$ cat config.mk
export PLATFORM = sky130hd
export DESIGN_NAME = ilv_irq_ctrl
export DESIGN_NICKNAME = d
export VERILOG_FILES = /design/src/ilv_pkg.sv /design/src/ilv_irq_ctrl.sv
export SDC_FILE = /design/constraint.sdc
export NUM_CORES = 1
export LEC_CHECK = 0
export ABC_AREA = 0
export BUFFER_PORTS_ARGS = -buffer_cell sky130_fd_sc_hd__buf_4
export CAP_MARGIN = 20
export CORE_MARGIN = 1.5
export CORE_UTILIZATION = 60
export CTS_CLUSTER_SIZE = 10
export DETAILED_ROUTE_END_ITERATION = 6
export PLACE_DENSITY = 0.93
export REMOVE_ABC_BUFFERS = 1
export SLEW_MARGIN = 20
export SYNTH_ARGS = -nofsm -noshare
export SYNTH_HDL_FRONTEND = slang
export SYNTH_SLANG_ARGS = --single-unit
$ cat constraint.sdc
create_clock -name pclk -period 3 [get_ports pclk]
set_clock_uncertainty 0.1 [all_clocks]
set_input_delay 0.45 -clock pclk [delete_from_list [all_inputs] [get_ports pclk]]
set_output_delay 0.45 -clock pclk [all_outputs]
set_load 0.02 [all_outputs]
$ cat src/ilv_pkg.sv
// Purpose: Constants for the interrupt and supply monitor control block
// Assumes: APB, 32-bit data, one aligned word per 8-bit register
// Notes: Offsets are byte addresses
package ilv_pkg;
  // ==========================================================
  // Register offsets
  localparam logic [7:0] OFS_SUPPLY_MONITOR_CTRL = 8'h00;
  localparam logic [7:0] OFS_PIN_EDGE_SELECT_LO = 8'h04;
  localparam logic [7:0] OFS_PIN_EDGE_SELECT_HI = 8'h08;
  localparam logic [7:0] OFS_PRIMARY_IRQ_CTRL_A = 8'h0c;
  localparam logic [7:0] OFS_PRIMARY_IRQ_CTRL_B = 8'h10;
  localparam logic [7:0] OFS_PRIMARY_IRQ_CTRL_C = 8'h14;
  localparam logic [7:0] OFS_PRIMARY_IRQ_CTRL_D = 8'h18;
  localparam logic [7:0] OFS_GROUP_IRQ_CTRL_A = 8'h1c;
  localparam logic [7:0] OFS_GROUP_IRQ_CTRL_B = 8'h20;
  localparam logic [7:0] OFS_GROUP_IRQ_CTRL_C = 8'h24;
  localparam logic [7:0] OFS_GROUP_IRQ_CTRL_D = 8'h28;
  // ==========================================================
  // Writable masks and reset values
  localparam logic [7:0] MASK_SUPPLY_MONITOR_CTRL = 8'hd7;
  localparam logic [7:0] MASK_PIN_EDGE_SELECT_HI = 8'h0f;
  localparam logic [7:0] MASK_PRIMARY_IRQ_CTRL_A = 8'h7f;
  localparam logic [7:0] MASK_PRIMARY_IRQ_CTRL_D = 8'h77;
  localparam logic [7:0] MASK_GROUP_IRQ_CTRL_C = 8'h77;
  localparam logic [7:0] MASK_GROUP_IRQ_CTRL_D = 8'h33;
  localparam logic [7:0] RESET_VALUE = 8'h00;
  // ==========================================================
  // Field positions
  localparam int POS_LOW_SUPPLY_OUT = 5;
  localparam int POS_MONITOR_ENABLE = 4;
  localparam int POS_QUALIFY_LSB = 6;
  localparam int POS_LOW_SUPPLY_IRQ_FLAG = 7;
  localparam int POS_LOW_SUPPLY_IRQ_ENABLE = 3;
  localparam int POS_GLOBAL_IRQ_ENABLE = 0;
  // Edge field codes
  localparam logic [1:0] EDGE_OFF = 2'h0;
  localparam logic [1:0] EDGE_RISE = 2'h1;
  localparam logic [1:0] EDGE_FALL = 2'h2;
  localparam logic [1:0] EDGE_BOTH = 2'h3;
  // Qualify width, in slow oscillator ticks (upper bound of each range)
  localparam logic [3:0] QUAL_TICKS_SHORT = 4'h2;
  localparam logic [3:0] QUAL_TICKS_MID = 4'h4;
  localparam logic [3:0] QUAL_TICKS_LONG = 4'h8;
  // Slow oscillator tick: 32 kHz from 250 MHz pclk
  localparam int PCLK_HZ = 250000000;
  localparam int SLOW_OSC_HZ = 32000;
  localparam int SLOW_TICK_CYCLES = PCLK_HZ / SLOW_OSC_HZ;
endpackage : ilv_pkg

$ cat src/ilv_irq_ctrl.sv
// Purpose: Interrupt request/enable registers, pin edge detection, supply monitor digital side
// Assumes: Pins and event inputs synchronous to pclk; comparator result given as a level
// Notes: 8-bit registers in low bits of APB words; no wait states
//
// Behaviour
// Bits 2:0 of monitor control select one of eight thresholds, 1.8V to 4.0V
// Read-only bit 5 shows low supply while below threshold
// Bit 4 turns the monitor on; clearing it switches circuits off
// Monitor forced off in sleep even when enabled
// Bits 7:6 pick qualify width 1-2, 3-4, 7-8, 1-2 slow ticks
// Low supply flag sets only after qualify width elapses
// Low supply flag wakes from idle; software presets flag to avoid it
// Software waits stabilisation time before trusting the output bit
// Two-bit edge field per pin: off, rising, falling, both
// Edge fields packed in two registers, upper bits of second read zero
// Selected pin edge sets pin flag; internal events set own flags
// Each source has enable and flag; serviced when both and global set
// First primary register holds converter, pin 0/1 flags, enables, global
// Four shared group requests with flags 7:4 and enables 3:0
// Four group registers hold timer, monitor, eeprom and pin 2/3 pairs
// Bit 3 of monitor control reads zero, writes ignored
// All control bits, edge fields, flags and enables reset to zero
// Software clears group sub-source flags itself
// Group request asserted when any sub-source has flag and enable
// Pins synchronised before edge detection so one edge sets once
module ilv_irq_ctrl
  import ilv_pkg::*;
(
  input wire logic pclk,
  input wire logic presetn,
  input wire logic psel,
  input wire logic penable,
  input wire logic pwrite,
  input wire logic [7:0] paddr,
  input wire logic [31:0] pwdata,
  output logic [31:0] prdata,
  output logic pready,
  output logic pslverr,
  input wire logic [5:0] ext_irq_pin,
  input wire logic below_threshold,
  input wire logic sleep_mode,
  input wire logic idle_mode,
  input wire logic converter_event,
  input wire logic [1:0] timebase_event,
  input wire logic [1:0] serial_port_event,
  input wire logic serial_module_event,
  input wire logic [3:0] periodic_timer_event,
  input wire logic eeprom_event,
  input wire logic [1:0] std_timer_event,
  input wire logic [2:0] adv_timer_event,
  output logic [2:0] threshold_select,
  output logic monitor_active,
  output logic irq_request,
  output logic [14:0] source_request,
  output logic idle_wake
);
  // ==========================================================
  // Register storage
  logic [7:0] monitor_ctrl_reg;
  logic [7:0] edge_lo_reg;
  logic [7:0] edge_hi_reg;
  logic [7:0] prim_a_reg;
  logic [7:0] prim_b_reg;
  logic [7:0] prim_c_reg;
  logic [7:0] prim_d_reg;
  logic [7:0] grp_a_reg;
  logic [7:0] grp_b_reg;
  logic [7:0] grp_c_reg;
  logic [7:0] grp_d_reg;
  logic low_supply_out_reg;
  logic [5:0] pin_sync1_reg;
  logic [5:0] pin_sync2_reg;
  logic [5:0] pin_prev_reg;
  logic [15:0] slow_div_reg;
  logic [3:0] qualify_cnt_reg;
  logic qualify_done_reg;

  logic wr_en;
  logic slow_tick;
  logic [5:0] pin_hit;
  logic [15:0] edge_fields;
  logic [3:0] group_req;
  logic low_supply_set;
  logic [3:0] qualify_limit;

  // ==========================================================
  // Helpers
  function automatic logic edge_match(input logic [1:0] sel, input logic prev, input logic now);
    logic rise;
    logic fall;
    rise = now & ~prev;
    fall = prev & ~now;
    unique case (sel)
      EDGE_OFF: edge_match = 1'b0;
      EDGE_RISE: edge_match = rise;
      EDGE_FALL: edge_match = fall;
      EDGE_BOTH: edge_match = rise | fall;
    endcase
  endfunction : edge_match

  // Write data merged with hardware set; set wins over software clear
  function automatic logic [7:0] merge(input logic [7:0] cur, input logic hit, input logic [7:0] wdata,
                                       input logic [7:0] mask, input logic [7:0] hw_set);
    merge = ((hit ? (wdata & mask) : cur) | hw_set) & mask;
  endfunction : merge

  function automatic logic any_pair(input logic [7:0] r);
    any_pair = |(r[7:4] & r[3:0]);
  endfunction : any_pair

  // ==========================================================
  // APB slave: zero wait, unmapped reads zero, no error
  assign pready = 1'b1;
  assign pslverr = 1'b0;
  assign wr_en = psel & penable & pwrite;

  always_comb
  begin
    unique case (paddr)
      OFS_SUPPLY_MONITOR_CTRL: prdata = {24'h0, monitor_ctrl_reg[7:6], low_supply_out_reg,
                                         monitor_ctrl_reg[4], 1'b0, monitor_ctrl_reg[2:0]};
      OFS_PIN_EDGE_SELECT_LO: prdata = {24'h0, edge_lo_reg};
      OFS_PIN_EDGE_SELECT_HI: prdata = {24'h0, edge_hi_reg};
      OFS_PRIMARY_IRQ_CTRL_A: prdata = {24'h0, prim_a_reg};
      OFS_PRIMARY_IRQ_CTRL_B: prdata = {24'h0, prim_b_reg};
      OFS_PRIMARY_IRQ_CTRL_C: prdata = {24'h0, prim_c_reg};
      OFS_PRIMARY_IRQ_CTRL_D: prdata = {24'h0, prim_d_reg};
      OFS_GROUP_IRQ_CTRL_A: prdata = {24'h0, grp_a_reg};
      OFS_GROUP_IRQ_CTRL_B: prdata = {24'h0, grp_b_reg};
      OFS_GROUP_IRQ_CTRL_C: prdata = {24'h0, grp_c_reg};
      OFS_GROUP_IRQ_CTRL_D: prdata = {24'h0, grp_d_reg};
      default: prdata = 32'h0;
    endcase
  end

  // ==========================================================
  // Supply monitor
  assign threshold_select = monitor_ctrl_reg[2:0];
  assign monitor_active = monitor_ctrl_reg[POS_MONITOR_ENABLE] & ~sleep_mode;

  always_ff @(posedge pclk or negedge presetn)
  begin
    if (!presetn)
      monitor_ctrl_reg <= RESET_VALUE;
    else if (wr_en && paddr == OFS_SUPPLY_MONITOR_CTRL)
      monitor_ctrl_reg <= pwdata[7:0] & MASK_SUPPLY_MONITOR_CTRL;
  end

  // Output bit follows comparator only while monitor runs
  always_ff @(posedge pclk or negedge presetn)
  begin
    if (!presetn)
      low_supply_out_reg <= 1'b0;
    else
      low_supply_out_reg <= monitor_active & below_threshold;
  end

  // Slow oscillator tick from divider
  always_ff @(posedge pclk or negedge presetn)
  begin
    if (!presetn)
      slow_div_reg <= 16'h0;
    else if (slow_tick)
      slow_div_reg <= 16'h0;
    else
      slow_div_reg <= slow_div_reg + 16'h1;
  end
  assign slow_tick = (slow_div_reg == 16'(SLOW_TICK_CYCLES - 1));

  always_comb
  begin
    unique case (monitor_ctrl_reg[POS_QUALIFY_LSB +: 2])
      2'h1: qualify_limit = QUAL_TICKS_MID;
      2'h2: qualify_limit = QUAL_TICKS_LONG;
      default: qualify_limit = QUAL_TICKS_SHORT;
    endcase
  end

  // Low level must persist; tick phase gives the range width
  always_ff @(posedge pclk or negedge presetn)
  begin
    if (!presetn)
    begin
      qualify_cnt_reg <= 4'h0;
      qualify_done_reg <= 1'b0;
    end
    else if (!low_supply_out_reg)
    begin
      qualify_cnt_reg <= 4'h0;
      qualify_done_reg <= 1'b0;
    end
    else if (slow_tick && qualify_cnt_reg < qualify_limit)
      qualify_cnt_reg <= qualify_cnt_reg + 4'h1;
    else if (qualify_cnt_reg >= qualify_limit)
      qualify_done_reg <= 1'b1;
  end
  assign low_supply_set = (qualify_cnt_reg >= qualify_limit) & ~qualify_done_reg & low_supply_out_reg;

  // ==========================================================
  // External pins: two-stage sync then edge detect
  always_ff @(posedge pclk or negedge presetn)
  begin
    if (!presetn)
    begin
      pin_sync1_reg <= 6'h0;
      pin_sync2_reg <= 6'h0;
      pin_prev_reg <= 6'h0;
    end
    else
    begin
      pin_sync1_reg <= ext_irq_pin;
      pin_sync2_reg <= pin_sync1_reg;
      pin_prev_reg <= pin_sync2_reg;
    end
  end

  assign edge_fields = {edge_hi_reg[3:0], edge_lo_reg};

  genvar gi;
  generate
    for (gi = 0; gi < 6; gi++)
    begin : g_pin
      assign pin_hit[gi] = edge_match(edge_fields[2*gi +: 2], pin_prev_reg[gi], pin_sync2_reg[gi]);
    end
  endgenerate

  // ==========================================================
  // Edge select registers
  always_ff @(posedge pclk or negedge presetn)
  begin
    if (!presetn)
    begin
      edge_lo_reg <= RESET_VALUE;
      edge_hi_reg <= RESET_VALUE;
    end
    else if (wr_en)
    begin
      if (paddr == OFS_PIN_EDGE_SELECT_LO)
        edge_lo_reg <= pwdata[7:0];
      if (paddr == OFS_PIN_EDGE_SELECT_HI)
        edge_hi_reg <= pwdata[7:0] & MASK_PIN_EDGE_SELECT_HI;
    end
  end

  // ==========================================================
  // Primary registers
  always_ff @(posedge pclk or negedge presetn)
  begin
    if (!presetn)
    begin
      prim_a_reg <= RESET_VALUE;
      prim_b_reg <= RESET_VALUE;
      prim_c_reg <= RESET_VALUE;
      prim_d_reg <= RESET_VALUE;
    end
    else
    begin
      prim_a_reg <= merge(prim_a_reg, wr_en && paddr == OFS_PRIMARY_IRQ_CTRL_A, pwdata[7:0],
                          MASK_PRIMARY_IRQ_CTRL_A, {1'b0, converter_event, pin_hit[1:0], 4'h0});
      prim_b_reg <= merge(prim_b_reg, wr_en && paddr == OFS_PRIMARY_IRQ_CTRL_B, pwdata[7:0],
                          8'hff, {group_req, 4'h0});
      prim_c_reg <= merge(prim_c_reg, wr_en && paddr == OFS_PRIMARY_IRQ_CTRL_C, pwdata[7:0],
                          8'hff, {pin_hit[5:4], timebase_event, 4'h0});
      prim_d_reg <= merge(prim_d_reg, wr_en && paddr == OFS_PRIMARY_IRQ_CTRL_D, pwdata[7:0],
                          MASK_PRIMARY_IRQ_CTRL_D, {1'b0, serial_module_event, serial_port_event, 4'h0});
    end
  end

  // ==========================================================
  // Group registers; flags cleared only by software
  always_ff @(posedge pclk or negedge presetn)
  begin
    if (!presetn)
    begin
      grp_a_reg <= RESET_VALUE;
      grp_b_reg <= RESET_VALUE;
      grp_c_reg <= RESET_VALUE;
      grp_d_reg <= RESET_VALUE;
    end
    else
    begin
      grp_a_reg <= merge(grp_a_reg, wr_en && paddr == OFS_GROUP_IRQ_CTRL_A, pwdata[7:0],
                         8'hff, {periodic_timer_event, 4'h0});
      grp_b_reg <= merge(grp_b_reg, wr_en && paddr == OFS_GROUP_IRQ_CTRL_B, pwdata[7:0],
                         8'hff, {low_supply_set, eeprom_event, std_timer_event, 4'h0});
      grp_c_reg <= merge(grp_c_reg, wr_en && paddr == OFS_GROUP_IRQ_CTRL_C, pwdata[7:0],
                         MASK_GROUP_IRQ_CTRL_C, {1'b0, adv_timer_event, 4'h0});
      grp_d_reg <= merge(grp_d_reg, wr_en && paddr == OFS_GROUP_IRQ_CTRL_D, pwdata[7:0],
                         MASK_GROUP_IRQ_CTRL_D, {2'h0, pin_hit[3:2], 4'h0});
    end
  end

  // ==========================================================
  // Request outputs
  assign group_req = {any_pair(grp_d_reg), any_pair(grp_c_reg), any_pair(grp_b_reg), any_pair(grp_a_reg)};

  // Order: a[2:0] pins0/1+conv, b[6:3] groups, c[10:7], d[13:11], 14 unused zero
  assign source_request = {1'b0,
                           prim_d_reg[6:4] & prim_d_reg[2:0],
                           prim_c_reg[7:4] & prim_c_reg[3:0],
                           prim_b_reg[7:4] & prim_b_reg[3:0],
                           prim_a_reg[6:4] & prim_a_reg[3:1]};
  assign irq_request = prim_a_reg[POS_GLOBAL_IRQ_ENABLE] & (|source_request);

  // Flag rising while idle wakes core; preset flag gives no new set
  assign idle_wake = idle_mode & low_supply_set & ~grp_b_reg[POS_LOW_SUPPLY_IRQ_FLAG];
endmodule : ilv_irq_ctrl

==> impl_metrics.env <==
export IMPL_status="finished, violations left"
export IMPL_violations="setup timing"
export IMPL_wl_per_cell_microns=20.8
export IMPL_power_mw=4.01
export IMPL_critPathMaxFanout=2
export IMPL_root_buffer="clkbuf_8"
export IMPL_numCtsBuffers=17
export IMPL_ys_seq_area_share_pct=45.9
export IMPL_wl_microns=16600
export IMPL_fmax_mhz=322
export IMPL_post_route_period_util_pct=104
export IMPL_num_rows=36
export IMPL_areaGrowthSynthToFinish_pct=23.6
export IMPL_r2r_cells=6
export IMPL_place_ws_ns=0.414
export IMPL_worst_slew_pin_slew_ns=0.727
export IMPL_dr_total_vias=5037
export IMPL_clock_latency_ns=0.52
export IMPL_io_pins=125
export IMPL_dieArea_sq_um=10900
export IMPL_dpl_instance_area_sq_um=6760
export IMPL_syn_inst=550
export IMPL_powerDensity_nw_per_um2=527
export IMPL_grt_start_max_net_pins=91
export IMPL_ys_ff_latch=113
export IMPL_dieHeight_microns=104
export IMPL_arrival_ns=2.56
export IMPL_critical_path_required_ns=2.45
export IMPL_startpoint_type="flip-flop"
export IMPL_drv_cap=0
export IMPL_drt_iter0_drc=433
export IMPL_fin_area_sq_um=7620
export IMPL_ir_drop_mv=0.424
export IMPL_yosysWarnings=0
export IMPL_cts_tree="yes"
export IMPL_detail_route_antenna_nets=0
export IMPL_hold_ws_ns=0.0212
export IMPL_largest_reg_flops=16
export IMPL_final_hold_violation_count=0
export IMPL_via_per_inst=6.32
export IMPL_crit_type="flip-flop to output port"
export IMPL_p_leak_nw=3.45
export IMPL_drt_pass1_iter_count=7
export IMPL_final_common_cell="dfrtp_1"
export IMPL_cp_end_kind="output port"
export IMPL_ys_flop_type="dfrtp_1"
export IMPL_setup_viol=1
export IMPL_dpl_hpwl_microns=11100
export IMPL_drive_gt1_share_pct=29.8
export IMPL_grt_pass1_vias=5013
export IMPL_final_cell_mix="113 x dfrtp_1, 90 x buf_4, 50 x mux2_2"
export IMPL_slew_violations=0
export IMPL_coreArea_sq_um=9860
export IMPL_rsz0062_at_grt="yes"
export IMPL_gp_congestion=0.927
export IMPL_syn_avg_cell_area_sq_um=11.2
export IMPL_remaining_drc_errors=0
export IMPL_hold_class="input port to flip-flop"
export IMPL_antenna_found_initial=0
export IMPL_die_w_microns=104
export IMPL_synth_area_sq_um=6160
export IMPL_setup_ws_ns=-0.106
export IMPL_initial_core_util_pct=62.5
export IMPL_htreeDepth=4
export IMPL_synth_edf_count=0
export IMPL_io_buffers=73
export IMPL_grt_overflow=0
export IMPL_fin_crit_ns=3.11
export IMPL_slew_headroom_pct=51.2
export IMPL_cts_sinks=113
export IMPL_ys_types=62
export IMPL_path_clk_slew_ns=0.06
export IMPL_grt_pass1_wl_microns=26400
export IMPL_grtUsageTotal_pct=31.9
export IMPL_final_net_count=740
export IMPL_fillCellCount=610
export IMPL_clk_path_buf_depth=2
export IMPL_whs_path_depth=2
export IMPL_insertedDiodeCount=0
export IMPL_setup_tns_ns=-0.106
export IMPL_async_flop_share_pct=100
==> cells in the mapped netlist, types with 4 or more instances <==
master,n,area share [%]
a211o_1,19,2.7
a21oi_1,7,0.57
a22oi_1,9,1.1
and2_1,18,1.8
and3_1,5,0.51
buf_1,4,0.24
buf_2,5,0.41
buf_4,33,4.0
clkbuf_1,7,0.43
dfrtp_1,113,46
ha_1,19,3.9
inv_1,28,1.7
mux2_2,50,9.1
mux2i_1,31,5.0
nand2_1,27,1.6
nand3_1,17,1.4
nand4_1,6,0.61
nor2_1,19,1.2
nor2b_1,20,2.0
nor3_1,7,0.57
nor4b_1,5,0.71
o211ai_1,7,0.85
o21ai_0,10,0.81
or4_1,9,1.1
or4b_1,4,0.65
xnor2_1,10,1.4
==> layout make-up <==
cell class / count / area (sq um) / area share (%)
clock buffer: 24 / 490 / 6.44
inverter: 28 / 105 / 1.38
sequential: 113 / 2830 / 37.1
tap: 133 / 166 / 2.18
timing repair buffer: 107 / 857 / 11.2
clock inverter: 8 / 149 / 1.95
multi-input combinational: 384 / 3020 / 39.7
==> cells by family after synthesis <==
family	count (synthesis)	synth area share, %
adder cells (fa/ha/maj)	19	3.86
other	2	0.122
XOR/XNOR	11	1.56
AO/OA/AOI/OAI	75	9.26
multiplexers	84	15.3
AND/OR/NAND/NOR	168	17.1
flip-flops	113	45.9
buffers and inverters	78	6.98
==> through the flow <==
| stage | utilization (%) | std cells |
|---|---|---|
| floorplan | - | 525 |
| global placement | 68.5 | 744 |
| detailed placement | 68.5 | 744 |
| CTS | 76.9 | 795 |
| global route | 77.2 | 797 |
| finish | 77.2 | 797 |
==> what timing repair did <==
| item | CTS | global route |
|---|---|---|
| resized for setup | 5 | 4 |
| endpoints found under the hold margin | 37 | 0 |
| pin swaps | 2 | 1 |
| setup endpoints to repair | 2 | 2 |
| buffers inserted | 4 | 2 |
| hold buffers | 15 | 0 |
==> path summary, 6_finish.rpt <==
check                                  from             endpoint  slack (ns)
setup / recovery              prim_b_reg[2]          irq_request       -0.11
hold / removal                 eeprom_event         grp_b_reg[6]        0.02
setup reg to reg            slow_div_reg[0]     qualify_done_reg        0.63
hold reg to reg            pin_sync1_reg[2]     pin_sync2_reg[2]        0.25
max in group asynchronous           presetn  monitor_ctrl_reg[1]        1.75
min in group asynchronous           presetn      slow_div_reg[2]        0.27
==> critical path, cell delays in order (launching register included) <==
cell	delay, ns
dfrtp_1	0.41
and2_4	0.20
or4_4	0.53
or4_4	0.43
o41a_1	0.34
buf_6	0.14
==> report_power, final <==
part	internal, mW	switching, mW
registers	1.55	0.0188
clock network	1.46	0.696
logic	0.112	0.177
total	3.12	0.892
==> per-layer routing <==
layer	share of wire, %	track usage, %	up-vias
li1	-	-	2152
met1	39	39.4	2505
met2	48	51.1	315
met3	8.2	8.02	65
met4	4.5	17.9	0
met5	0	0	-
Note: power is estimated with default switching activity, not from simulation.
